--- config.mk ---
export PLATFORM = sky130hd
export DESIGN_NAME = dswp_port
export DESIGN_NICKNAME = d
export VERILOG_FILES = /design/src/verilog/dswp_pkg.sv /design/src/verilog/dswp_stream_if.sv /design/src/verilog/dswp_port.sv /design/src/verilog/dswp_fifo.sv
export VERILOG_INCLUDE_DIRS = /design/src /design/src/verilog
export SDC_FILE = /design/constraint.sdc
export NUM_CORES = 1
export LEC_CHECK = 0
export BUFFER_PORTS_ARGS = -buffer_cell sky130_fd_sc_hd__buf_2
export CORE_MARGIN = 4
export CORE_UTILIZATION = 45
export CTS_BUF_LIST = sky130_fd_sc_hd__clkbuf_4 sky130_fd_sc_hd__clkbuf_8 sky130_fd_sc_hd__clkbuf_16
export CTS_CLUSTER_SIZE = 8
export DETAILED_ROUTE_END_ITERATION = 16
export MAX_ROUTING_LAYER = met4
export SYNTH_ARGS = -nofsm -noshare
export SYNTH_HDL_FRONTEND = slang
export SYNTH_SLANG_ARGS = --single-unit
export TNS_END_PERCENT = 100
--- constraint.sdc ---
create_clock -name clock_in -period 9.7 [get_ports clock_in]
set_input_delay 1.94 -clock clock_in [delete_from_list [all_inputs] [get_ports clock_in]]
set_output_delay 1.94 -clock clock_in [all_outputs]
set_load 0.1 [all_outputs]
--- src/verilog/dswp_map.svh ---
// dswp_map.svh: constants of the dac serial write port
`ifndef DSWP_MAP_SVH
`define DSWP_MAP_SVH
`define DSWP_FRAME_WIDE 24
`define DSWP_FRAME_NARROW 16
`define DSWP_UPDATE_WIDE 18
`define DSWP_UPDATE_NARROW 16
`define DSWP_CODE_WIDTH 16
`define DSWP_PD_WIDTH 2
`define DSWP_CODE_RESET 16'h0000
`define DSWP_PD_RESET 2'h0
`define DSWP_FIFO_DEPTH 16
`define DSWP_GAP_NS 20
`define DSWP_CLK_NS 25
`endif

--- src/verilog/dswp_pkg.sv ---
// dswp_pkg.sv: types of the dac serial write port
package dswp_pkg;
    typedef enum logic [1:0] {
        DSWP_PD_NORMAL = 2'b00,
        DSWP_PD_1K = 2'b01,
        DSWP_PD_100K = 2'b10,
        DSWP_PD_HIZ = 2'b11
    } dswp_pd_e;
    typedef enum logic [1:0] {
        DSWP_IDLE = 2'b00,
        DSWP_SHIFT = 2'b01,
        DSWP_DONE = 2'b10
    } dswp_state_e;
    typedef logic [17:0] dswp_word_t;
endpackage : dswp_pkg

--- src/verilog/dswp_stream_if.sv ---
// dswp_stream_if.sv: valid/ready word stream between port modules
`timescale 1ns/100ps
`default_nettype none
interface dswp_stream_if #(parameter int WIDTH = 18);
    logic valid;
    logic ready;
    logic [WIDTH-1:0] data;
    modport src (output valid, output data, input ready);
    modport snk (input valid, input data, output ready);
endinterface : dswp_stream_if
`default_nettype wire

--- src/verilog/dswp_port.sv ---
// dswp_port.sv: serial write port of a single-channel dac
`timescale 1ns/100ps
`default_nettype none
`include "dswp_map.svh"
// ==========================================================
// serial write port top
// Functional notes
// RQ1: narrow variant applies the frame on falling edge sixteen.
// RQ2: narrow frame aborted early clears shifter, output unchanged.
// RQ3: wide variant shifts through a 24-bit register per frame.
// RQ4: wide frame: two power-down bits, sixteen code bits, six ignored.
// RQ5: write starts at frame select fall; bits sampled on falling clock.
// RQ6: wide variant updates after the eighteenth falling edge.
// RQ7: host raises frame select at least 20 ns between writes.
// RQ8: host may release frame select right after bit eighteen.
// RQ9: wide frame aborted early clears shifter, output unchanged.
// RQ10: host sends the most significant bit first.
// RQ11: byte hosts hold frame select low across all bytes.
// RQ12: spi hosts use clock polarity 0, phase 1.
// RQ13: narrow variant uses a 16-bit shifter, power bits first.
// RQ14: power code 00 normal, 01 1k, 10 100k, 11 high impedance.
// RQ15: reset loads zero code; power-down keeps the stored code.
// RQ16: narrow code is fourteen bits after the power bits.
// RQ17: edges after the update edge change nothing in the frame.
module dswp_port
    import dswp_pkg::*;
#(
    parameter bit WIDE = 1'b1
) (
    // clock, reset, enable
    input wire logic clock_in,
    input wire logic rst_in,
    input wire logic ce_in,
    // serial pins, sampled synchronously
    input wire logic frame_sel_n_in,
    input wire logic sclk_in,
    input wire logic sdata_in,
    // applied output state
    output logic [`DSWP_CODE_WIDTH-1:0] code_out,
    output logic [`DSWP_PD_WIDTH-1:0] pwrdn_out,
    output logic pd_1k_out,
    output logic pd_100k_out,
    output logic pd_hiz_out,
    output logic update_out,
    output logic abort_out,
    output logic busy_out
);
    // ==========================================================
    // frame geometry
    localparam int FRAME = WIDE ? `DSWP_FRAME_WIDE : `DSWP_FRAME_NARROW;
    localparam int UPD = WIDE ? `DSWP_UPDATE_WIDE : `DSWP_UPDATE_NARROW;

    dswp_state_e state;
    dswp_state_e next_state;
    logic [23:0] shifter;
    logic [4:0] nbits;
    logic sclk_d;
    logic sel_d;

    // build the applied word from the shifter once enough bits are in
    function automatic dswp_word_t frame_word(input logic [23:0] sh, input logic [4:0] n);
        dswp_word_t w;
        w = '0;
        if (WIDE) begin
            // RQ4 power bits then code bits
            w = {sh[17:16], sh[15:0]};
        end else begin
            // RQ16 fourteen code bits after power bits
            w = {sh[15:14], sh[13:0], 2'b00};
        end
        if (n == 5'd0) begin
            w = '0;
        end
        return w;
    endfunction : frame_word

    // ==========================================================
    // edge detection on the sampled pins
    wire sclk_fall = sclk_d && !sclk_in;
    wire sel_fall = sel_d && !frame_sel_n_in;
    wire sel_high = frame_sel_n_in;
    // the update edge is fall number UPD counted from frame open
    wire last_edge = sclk_fall && (nbits == 5'(UPD - 1));
    // frame select back high before the update edge
    wire frame_abort = (state == DSWP_SHIFT) && sel_high;
    wire fifo_ready;

    dswp_stream_if #(.WIDTH(18)) in_s ();
    dswp_stream_if #(.WIDTH(18)) out_s ();

    // previous pin levels
    always_ff @(posedge clock_in) begin
        if (rst_in) begin
            // idle pin levels, so no false clock fall follows reset
            sclk_d <= 1'b0;
            sel_d <= 1'b1;
        end else if (ce_in) begin
            sclk_d <= sclk_in;
            sel_d <= frame_sel_n_in;
        end
    end

    // ==========================================================
    // frame state machine
    always_comb begin
        next_state = state;
        case (state)
            DSWP_IDLE: begin
                // RQ5 falling frame select opens a write
                if (sel_fall) begin
                    next_state = DSWP_SHIFT;
                end
            end
            DSWP_SHIFT: begin
                // RQ2 RQ9 early rise aborts the frame
                if (sel_high) begin
                    next_state = DSWP_IDLE;
                end else if (last_edge && fifo_ready) begin
                    next_state = DSWP_DONE;
                end
            end
            DSWP_DONE: begin
                // RQ17 wait for frame select to rise
                if (sel_high) begin
                    next_state = DSWP_IDLE;
                end
            end
            default: next_state = DSWP_IDLE;
        endcase
    end

    always_ff @(posedge clock_in) begin
        if (rst_in) begin
            state <= DSWP_IDLE;
        end else if (ce_in) begin
            state <= next_state;
        end
    end

    // ==========================================================
    // shift register and bit count
    always_ff @(posedge clock_in) begin
        if (rst_in) begin
            shifter <= '0;
            nbits <= '0;
        end else if (ce_in) begin
            if (state != DSWP_SHIFT || sel_high) begin
                // RQ2 RQ9 cleared shifter on abort or idle
                shifter <= '0;
                nbits <= '0;
            end else if (sclk_fall && nbits < 5'(FRAME)) begin
                // RQ3 RQ13 msb first shift on falling clock
                shifter <= {shifter[22:0], sdata_in};
                nbits <= nbits + 5'd1;
            end
        end
    end

    // ==========================================================
    // word fifo between frame capture and output update
    // an update is only taken when the fifo has room; with a full fifo the word is dropped and the frame ends as an abort
    assign in_s.valid = (state == DSWP_SHIFT) && !sel_high && last_edge;
    // RQ1 RQ6 apply on the update edge
    assign in_s.data = frame_word({shifter[22:0], sdata_in}, 5'd1);
    assign fifo_ready = in_s.ready;
    assign out_s.ready = 1'b1;

    // drained every cycle, so a dropped word would need sixteen queued words
    dswp_fifo #(.WIDTH(18), .DEPTH(`DSWP_FIFO_DEPTH)) u_fifo (
        .clock_in(clock_in),
        .rst_in(rst_in),
        .ce_in(ce_in),
        .wr(in_s),
        .rd(out_s)
    );

    // ==========================================================
    // applied code and power mode
    // a word leaves the fifo the cycle after it lands
    wire take = out_s.valid && ce_in;
    wire [1:0] pd_next = out_s.data[17:16];
    // RQ15 power-down frames keep the stored code
    // only a normal-mode frame carries a code that reaches the output
    wire code_load = take && (pd_next == DSWP_PD_NORMAL);

    always_ff @(posedge clock_in) begin
        if (rst_in) begin
            // RQ15 zero code at power up
            code_out <= `DSWP_CODE_RESET;
            pwrdn_out <= `DSWP_PD_RESET;
            pd_1k_out <= 1'b0;
            pd_100k_out <= 1'b0;
            pd_hiz_out <= 1'b0;
            update_out <= 1'b0;
        end else if (ce_in) begin
            update_out <= take;
            if (code_load) begin
                // RQ15 code register written by normal-mode frames only
                code_out <= out_s.data[15:0];
            end
            if (take) begin
                pwrdn_out <= pd_next;
                // RQ14 power-down decode
                pd_1k_out <= (pd_next == DSWP_PD_1K);
                pd_100k_out <= (pd_next == DSWP_PD_100K);
                pd_hiz_out <= (pd_next == DSWP_PD_HIZ);
            end
        end
    end

    // status flags
    always_ff @(posedge clock_in) begin
        if (rst_in) begin
            abort_out <= 1'b0;
            busy_out <= 1'b0;
        end else if (ce_in) begin
            abort_out <= frame_abort;
            busy_out <= (next_state == DSWP_SHIFT);
        end
    end

endmodule : dswp_port
`default_nettype wire

--- src/verilog/dswp_fifo.sv ---
// dswp_fifo.sv: parameterised synchronous word fifo
`timescale 1ns/100ps
`default_nettype none
module dswp_fifo #(
    parameter int WIDTH = 18,
    parameter int DEPTH = 16
) (
    // clock and control
    input wire logic clock_in,
    input wire logic rst_in,
    input wire logic ce_in,
    // streams
    dswp_stream_if.snk wr,
    dswp_stream_if.src rd
);
    localparam int AW = $clog2(DEPTH);
    logic [WIDTH-1:0] mem [DEPTH];
    logic [AW-1:0] wp;
    logic [AW-1:0] rp;
    logic [AW:0] cnt;
    wire push;
    wire pop;
    // honest full and empty from the count
    assign wr.ready = (cnt != (AW+1)'(DEPTH));
    assign rd.valid = (cnt != '0);
    assign rd.data = mem[rp];
    assign push = wr.valid && wr.ready && ce_in;
    assign pop = rd.valid && rd.ready && ce_in;
    // storage, no reset needed on data
    always_ff @(posedge clock_in) begin
        if (push) begin
            mem[wp] <= wr.data;
        end
    end
    // pointers and count
    always_ff @(posedge clock_in) begin
        if (rst_in) begin
            wp <= '0;
            rp <= '0;
            cnt <= '0;
        end else begin
            if (push) begin
                wp <= wp + AW'(1);
            end
            if (pop) begin
                rp <= rp + AW'(1);
            end
            if (push && !pop) begin
                cnt <= cnt + (AW+1)'(1);
            end else if (pop && !push) begin
                cnt <= cnt - (AW+1)'(1);
            end
        end
    end
endmodule : dswp_fifo
`default_nettype wire

==> results of run 1 <==
==> stage by stage <==
step,hold WS (ns),util (%)
floorplan,0.452,-
global placement,0.452,47.6
detailed placement,0.458,47.6
CTS,0.466,53.0
global route,0.491,53.0
finish,0.465,53.0
==> worst max-delay path, stage by stage <==
cell and delay (ns):
buf_2 0.22, nor4bb_1 0.24, o2111ai_1 0.15, buf_4 0.23
inv_2 0.09, ha_1 0.25, inv_1 0.13, ha_1 0.33
nor2b_1 0.14, o21a_1 0.17, or3_1 0.31, a21oi_1 0.19
xnor2_1 0.14, nor2_1 0.05
==> path summary, 6_finish.rpt <==
kind                start            end  slack (ns)  cells past startpoint
min          pwrdn_out[0]   pwrdn_out[0]        0.46                      2
max reg2reg      nbits[0]  u_fifo.cnt[4]        6.29                     14
max                 ce_in  u_fifo.cnt[4]        5.49                     14
min reg2reg  pwrdn_out[0]   pwrdn_out[0]        0.46                      2
==> per-layer routing <==
| metal | wire (um) | up-vias | GRT usage [%] |
|---|---|---|---|
| met1 | 12500 | 3619 | 24.6 |
| met2 | 14400 | 170 | 29.5 |
| met3 | 1370 | 52 | 3.08 |
| met5 | 0 | - | - |
| li1 | - | 3102 | - |
| met4 | 607 | 0 | 4.59 |
==> power breakdown <==
| group | leakage [nW] | switching [mW] | total (mW) | internal, mW |
|---|---|---|---|---|
| clock network | 0.829 | 0.599 | 1.71 | 1.11 |
| logic | 1.11 | 0.0134 | 0.0165 | 0.00319 |
| registers | 3.55 | 0.000780 | 1.63 | 1.63 |
==> registers in the layout, summed over array words and instances, names as in the netlist, 4 cells and up, named ones only <==
name,flops
code_out,16
nbits,5
shifter,17
u_fifo.cnt,5
u_fifo.mem,288
u_fifo.rp,4
u_fifo.wp,4
==> area by class of cell <==
class,instances,share of cell area (%)
Timing Repair Buffer,40,1.45
Inverter,12,0.286
Multi-Input combinational cell,353,21.5
Clock inverter,1,0.0556
Tap cell,390,3.10
Sequential cell,355,63.5
Clock buffer,92,10.2
==> cell families (layout without fill, tap and decap cells) <==
logic type                 count (synthesis)  after routing  share of synthesized area, %
xor gates and xnor gates                  11             11                         0.709
adders and majority gates                 13             13                          1.25
muxes                                     96             96                          13.6
DFF                                      355            355                          73.5
and+or+nand+nor                          152            152                          5.10
AOI/OAI and AO/OA                         81             81                          4.01
buffers and inverters                     54            145                          1.84
==> cells in the final DEF, fill, tap and decap left out, types with 5 or more instances in the layout <==
| master | synthesis | layout |
|---|---|---|
| a21oi_1 | 29 | 29 |
| a22oi_1 | 38 | 38 |
| and2_1 | 9 | 9 |
| buf_2 | 7 | 29 |
| buf_4 | 0 | 11 |
| clkbuf_16 | 0 | 52 |
| clkbuf_4 | 0 | 40 |
| dfxtp_1 | 67 | 65 |
| edfxtp_1 | 288 | 288 |
| ha_1 | 12 | 12 |
| inv_1 | 10 | 10 |
| mux2i_1 | 25 | 25 |
| mux4_2 | 70 | 70 |
| nand2_1 | 59 | 59 |
| nand2b_1 | 5 | 5 |
| nor2_1 | 49 | 47 |
| nor2b_1 | 5 | 5 |
| xor2_1 | 7 | 7 |
==> metrics.md, run 1 <==
| Metric | Value |
|---|---|
| Outcome | `finished clean` |
| Sequential-to-total area share from yosys stat | `73.5%` |
| Vias | `6943` |
| Post-Place Cell Area | `14100 um2` |
| First-pass GRT wire length | `44.6 mm` |
| Die area | `33000 um2` |
| WL final | `28.9 mm` |
| Place WS | `4.95 ns` |
| Worst-path fanout max | `16` |
| Clock skew after layout | `0.0176 ns` |
| Final Hold Fails | `0` |
| CTS Buffer Depth | `3` |
| Post-synth EDFFs | `288` |
| Unrepaired setup endpoints after global routing | `no` |
| Antenna cells | `0` |
| Die Wd | `182 um` |
| Commonest cells post-synth | `edfxtp_1, mux4_2, dfxtp_1` |
| Net Count, Synth | `781` |
| Clock-pin slew on the worst setup and hold paths | `0.05 ns` |
| Initial DRC Count | `589` |
| # hold bufs at CTS | `0` |
| Post-route ant nets | `0` |
| Initial core utilization | `45.7%` |
| Core area | `29700 um2` |
| Tot Pwr | `3.35 mW` |
| Worst setup EP type | `flip-flop` |
| Fin area | `15800 um2` |
| Post-synth ARST share | `0%` |
| Power per cell area | `213 nW/um2` |
| Final worst setup slack | `5.49 ns` |
| # clock sinks | `355` |
| Pin count of the biggest net entering global routing | `61` |
| Num CTS Buffers | `50` |
| Mapped Cells | `762` |
| # setup viols final | `0` |
| I/O pin count | `30` |
| Row count | `63` |
| Mean Syn Cell Area | `17.8 um2` |
| Critical Path RT | `10.08 ns` |
| Dpl hpwl | `17.0 mm` |
| Multi-input gate area | `3380 um2` |
| WS Path Type | `in -> reg` |
| Top-count cell post-synth | `edfxtp_1` |
| Setup TNS | `0 ns` |
| Post-CTS resize count | `0` |
| Max_slew headroom | `23.7%` |
| Primary FF master, synth | `edfxtp_1` |
| Fraction of final layout cells sized beyond drive strength 1 | `25.2%` |
| Port bufs | `29` |
| FILL cells | `2303` |
| Max Slew Vio Count | `0` |
| Post-Layout Cell Count | `1243` |
| H-tree level count | `2` |
| Crit path arrival time | `4.59 ns` |
| Achievable frequency | `0.238 GHz` |
| Syn. warnings | `0` |
| Vias per cell | `5.59` |
| Final worst-path cycle share | `43.4%` |
| Vias in the first global route | `7207` |
| Max-Cap Viols | `0` |
| GPL Wtd Cong | `0.798` |
| Die H | `182 um` |
| Mapped Area | `13600 um2` |
| First drt pass iteration count | `5` |
| Clk Tree Root Cell | `clkbuf_16` |
| CTS tree | `done` |
| Clk Latency, worst-skew pair | `0.54 ns` |
| Initial antenna violation count | `0` |
| Placed cells | `1150` |
| Seq. cell area | `10000 um2` |
| Residual DRC | `0` |
| Gr usage total | `18.3%` |
| Worst-margin pin slew | `1.14 ns` |
| Dominant cell type by area after synthesis | `edfxtp_1` |
| Worst IR Drop VDD | `157 uV` |
| Hold Path Class | `reg -> reg` |
| Final #Nets | `831` |
| Top cell type's share of synthesized area | `63.7%` |
| Final worst path period need | `4.21 ns` |
| Number of synthesized register bits | `355` |
| Area growth syn-to-layout | `15.9%` |
| Grt total ovfl | `0` |
| Lkg Pwr | `5.49 nW` |
| Synth top area cells | `edfxtp_1, mux4_2, dfxtp_1, a22oi_1, mux2i_1` |
| WL per Instance | `23.3 um` |
| Post-CTS setup buffer count | `0` |
| Critical Path Source Type | `input port` |
| Synth unique cells | `45` |
Power figures use the tool's default switching activity.
==> run 2: changes to the inputs <==
--- a/config.mk
+++ b/config.mk
@@ -6,6 +6,7 @@
 export SDC_FILE = /design/constraint.sdc
 export NUM_CORES = 1
 export LEC_CHECK = 0
+export ABC_AREA = 1
 export BUFFER_PORTS_ARGS = -buffer_cell sky130_fd_sc_hd__buf_2
 export CORE_MARGIN = 4
 export CORE_UTILIZATION = 45
==> constraint.sdc (replaced) <==
create_clock -name clock_in -period 4.4 [get_ports clock_in]
set_input_delay 0.88 -clock clock_in [delete_from_list [all_inputs] [get_ports clock_in]]
set_output_delay 0.88 -clock clock_in [all_outputs]
set_load 0.1 [all_outputs]
==> metrics.md, run 2 <==
| Metric | Value |
|---|---|
| Clock share of power | `38.3%` |
| Seq. cell area | `9990 um2` |
| Net Count, Synth | `1358` |
| Most common cell after layout, fill and taps aside | `edfxtp_1` |
| WP buf/inv | `2` |
| Number of synthesized register bits | `355` |
| Psw | `2.99 mW` |
| Max stage delay on crit path | `0.87 ns` |
| Met2 wire length | `15.9 mm` |
| Post-Layout Cell Count | `1814` |
| Final Hold Fails | `0` |
| Worst-margin pin slew | `1.12 ns` |
| Crit path arrival time | `3.47 ns` |
| Top cell type's share of synthesized area | `59.8%` |
| Biggest regs | `u_fifo.mem: 288 flops, shifter: 17 flops, code_out: 16 flops` |
| Grt total ovfl | `0` |
| Cell family with most CP delay | `flip-flops` |
| Max_slew headroom | `25.5%` |
| Flop2flop setup slack | `1.38 ns` |
| Place WS | `1.20 ns` |
| Final worst path period need | `3.02 ns` |
| Initial core utilization | `45.7%` |
| WL per Instance | `19.3 um` |
| Most frequent cells in the layout | `edfxtp_1, nand2_1, nor2_1` |
| Final worst-path cycle share | `68.7%` |
| H-tree level count | `2` |
| Die area | `35100 um2` |
| # setup viols final | `0` |
| Pin count of the biggest net entering global routing | `115` |
| Synth unique cells | `32` |
| Met3 wire length | `2.00 mm` |
| Biggest register | `u_fifo.mem` |
| Initial antenna violation count | `1` |
| Placed cells | `1729` |
| Post-route ant nets | `0` |
| Final Util | `52.5%` |
| # clock sinks | `355` |
| Worst-path fanout max | `72` |
| Outcome | `finished clean` |
| Crit-path slowest cell | `dfxtp_4` |
| Max Slew Vio Count | `0` |
| WL final | `35.0 mm` |
| Post-synth EDFFs | `288` |
| Fraction of final layout cells sized beyond drive strength 1 | `11.7%` |
| Syn. warnings | `0` |
| Row count | `65` |
| First-pass GRT wire length | `54.9 mm` |
| Switching share of power | `31.2%` |
| Core area | `31600 um2` |
| Sequential fraction of design power | `40.5%` |
| Comb pwr share | `21.2%` |
| Dominant cell type by area after synthesis | `edfxtp_1` |
| Top-count cell post-synth | `edfxtp_1` |
| CP dominant cell by count | `nand2_1` |
| Multi-input gate area | `3790 um2` |
| Clock-pin slew on the worst setup and hold paths | `0.05 ns` |
| Primary FF master, synth | `edfxtp_1` |
| Num CTS Buffers | `50` |
| Dpl hpwl | `20.8 mm` |
| Max-Cap Viols | `0` |
| Setup TNS | `0 ns` |
| Top Layer Used | `met4` |
| Mapped Cells | `1339` |
| Die Wd | `187 um` |
| Pint | `6.58 mW` |
| Initial DRC Count | `983` |
| Achievable frequency | `0.331 GHz` |
| Mapped Area | `14500 um2` |
| Clk Latency, worst-skew pair | `0.55 ns` |
| Unrepaired setup endpoints after global routing | `no` |
| M1 WL | `16.1 mm` |
| Final #Nets | `1398` |
| Power per cell area | `577 nW/um2` |
| Clock skew after layout | `0.0245 ns` |
| Post-Place Cell Area | `15100 um2` |
| # hold bufs at CTS | `0` |
| CTS tree | `done` |
| Worst IR Drop VDD | `300 uV` |
| Clk Tree Root Cell | `clkbuf_16` |
| Vias | `9574` |
| First drt pass iteration count | `6` |
| I/O pin count | `30` |
| Tot Pwr | `9.57 mW` |
| Sequential-to-total area share from yosys stat | `69.1%` |
| Die H | `187 um` |
| GPL Wtd Cong | `0.843` |
| WS Path Type | `reg -> reg` |
| Worst setup EP type | `flip-flop` |
| CTS Buffer Depth | `3` |
| Final worst setup slack | `1.38 ns` |
| FILL cells | `2751` |
| Critical Path RT | `4.85 ns` |
| Critical-path cell list | `inv_2 -> buf_4 -> o21ai_0 -> nand3_1 -> nand2_1 -> nand2_1 -> nand2_1 -> nand3_1 -> nand2_1 -> nor2_1` |
| Commonest cells post-synth | `edfxtp_1, nand2_1, nor2_1` |
| Fin Hold WS | `0.456 ns` |
| Mean Syn Cell Area | `10.8 um2` |
| Fin area | `16600 um2` |
| Synth top area cells | `edfxtp_1, dfxtp_1, nand2_1, nor2_1, nand3_1` |
| Vias in the first global route | `9233` |
| Post-CTS resize count | `0` |
| Post-synth ARST share | `0%` |
| Critical Path Source Type | `flip-flop` |
| Hold Path Class | `reg -> reg` |
| Vias per cell | `5.28` |
| Residual DRC | `0` |
| Area growth syn-to-layout | `14.8%` |
| Gr usage total | `20.5%` |
| Largest register FFs | `288` |
| Port bufs | `29` |
| Lkg Pwr | `6.28 nW` |
| Post-CTS setup buffer count | `0` |
[run 2: changes by cell type after synthesis, moves of 25 or more]
cell and delta:
nand2_1 +215, inv_1 +84, buf_2 +28, mux4_2 -70
o211ai_1 +37, o21ai_0 +91, nand3_1 +108, nor2_1 +171
a22oi_1 -34, mux2i_1 -25
[run 2: final timing paths]
check	from	end	cells past startpoint
max	flip-flop	code_out[1]	10
max reg2reg	flip-flop	code_out[1]	10
min reg2reg	sclk_d	sclk_d	2
min	sclk_d	sclk_d	2
[run 2: area by class of cell]
class	instances	share of cell area [%]
Sequential cell	355	60.2
Timing Repair Buffer	56	2.32
Tap cell	402	3.03
Antenna cell	1	0.0151
Clock buffer	81	9.05
Multi-Input combinational cell	815	22.8
Clock inverter	3	0.241
Inverter	101	2.29
[run 2: cells by family (layout without fill, tap and decap cells)]
kind of cell,Yosys count,after routing,synth area share [%]
other,0,1,0
and+or+nand+nor,618,618,17.2
xor gates and xnor gates,2,2,0.121
AOI/OAI and AO/OA,182,182,7.41
buffers and inverters,169,241,4.95
adders and majority gates,13,13,1.18
DFF,355,355,69.1
[run 2: worst min-delay path, cell delays in order, from the launching register on]
cell and delay (ns):
dfxtp_1 0.29, inv_1 0.06, a21oi_1 0.06
[run 2: power by group through the flow]
stage	registers [mW]	logic, mW	clock network (mW)
2_1_floorplan	4.13	1.30	0
5_1_grt	3.90	2.26	3.88
3_5_place_dp	3.95	2.03	0
4_1_cts	3.88	2.04	3.74
3_3_place_gp	3.94	2.02	0
6_report	3.88	2.03	3.67
[run 2: metal layers]
metal / GRT usage, % / up-vias
met5: - / -
met4: 6.83 / 0
met3: 2.67 / 62
met2: 30.8 / 278
met1: 29.2 / 4569
li1: - / 4665
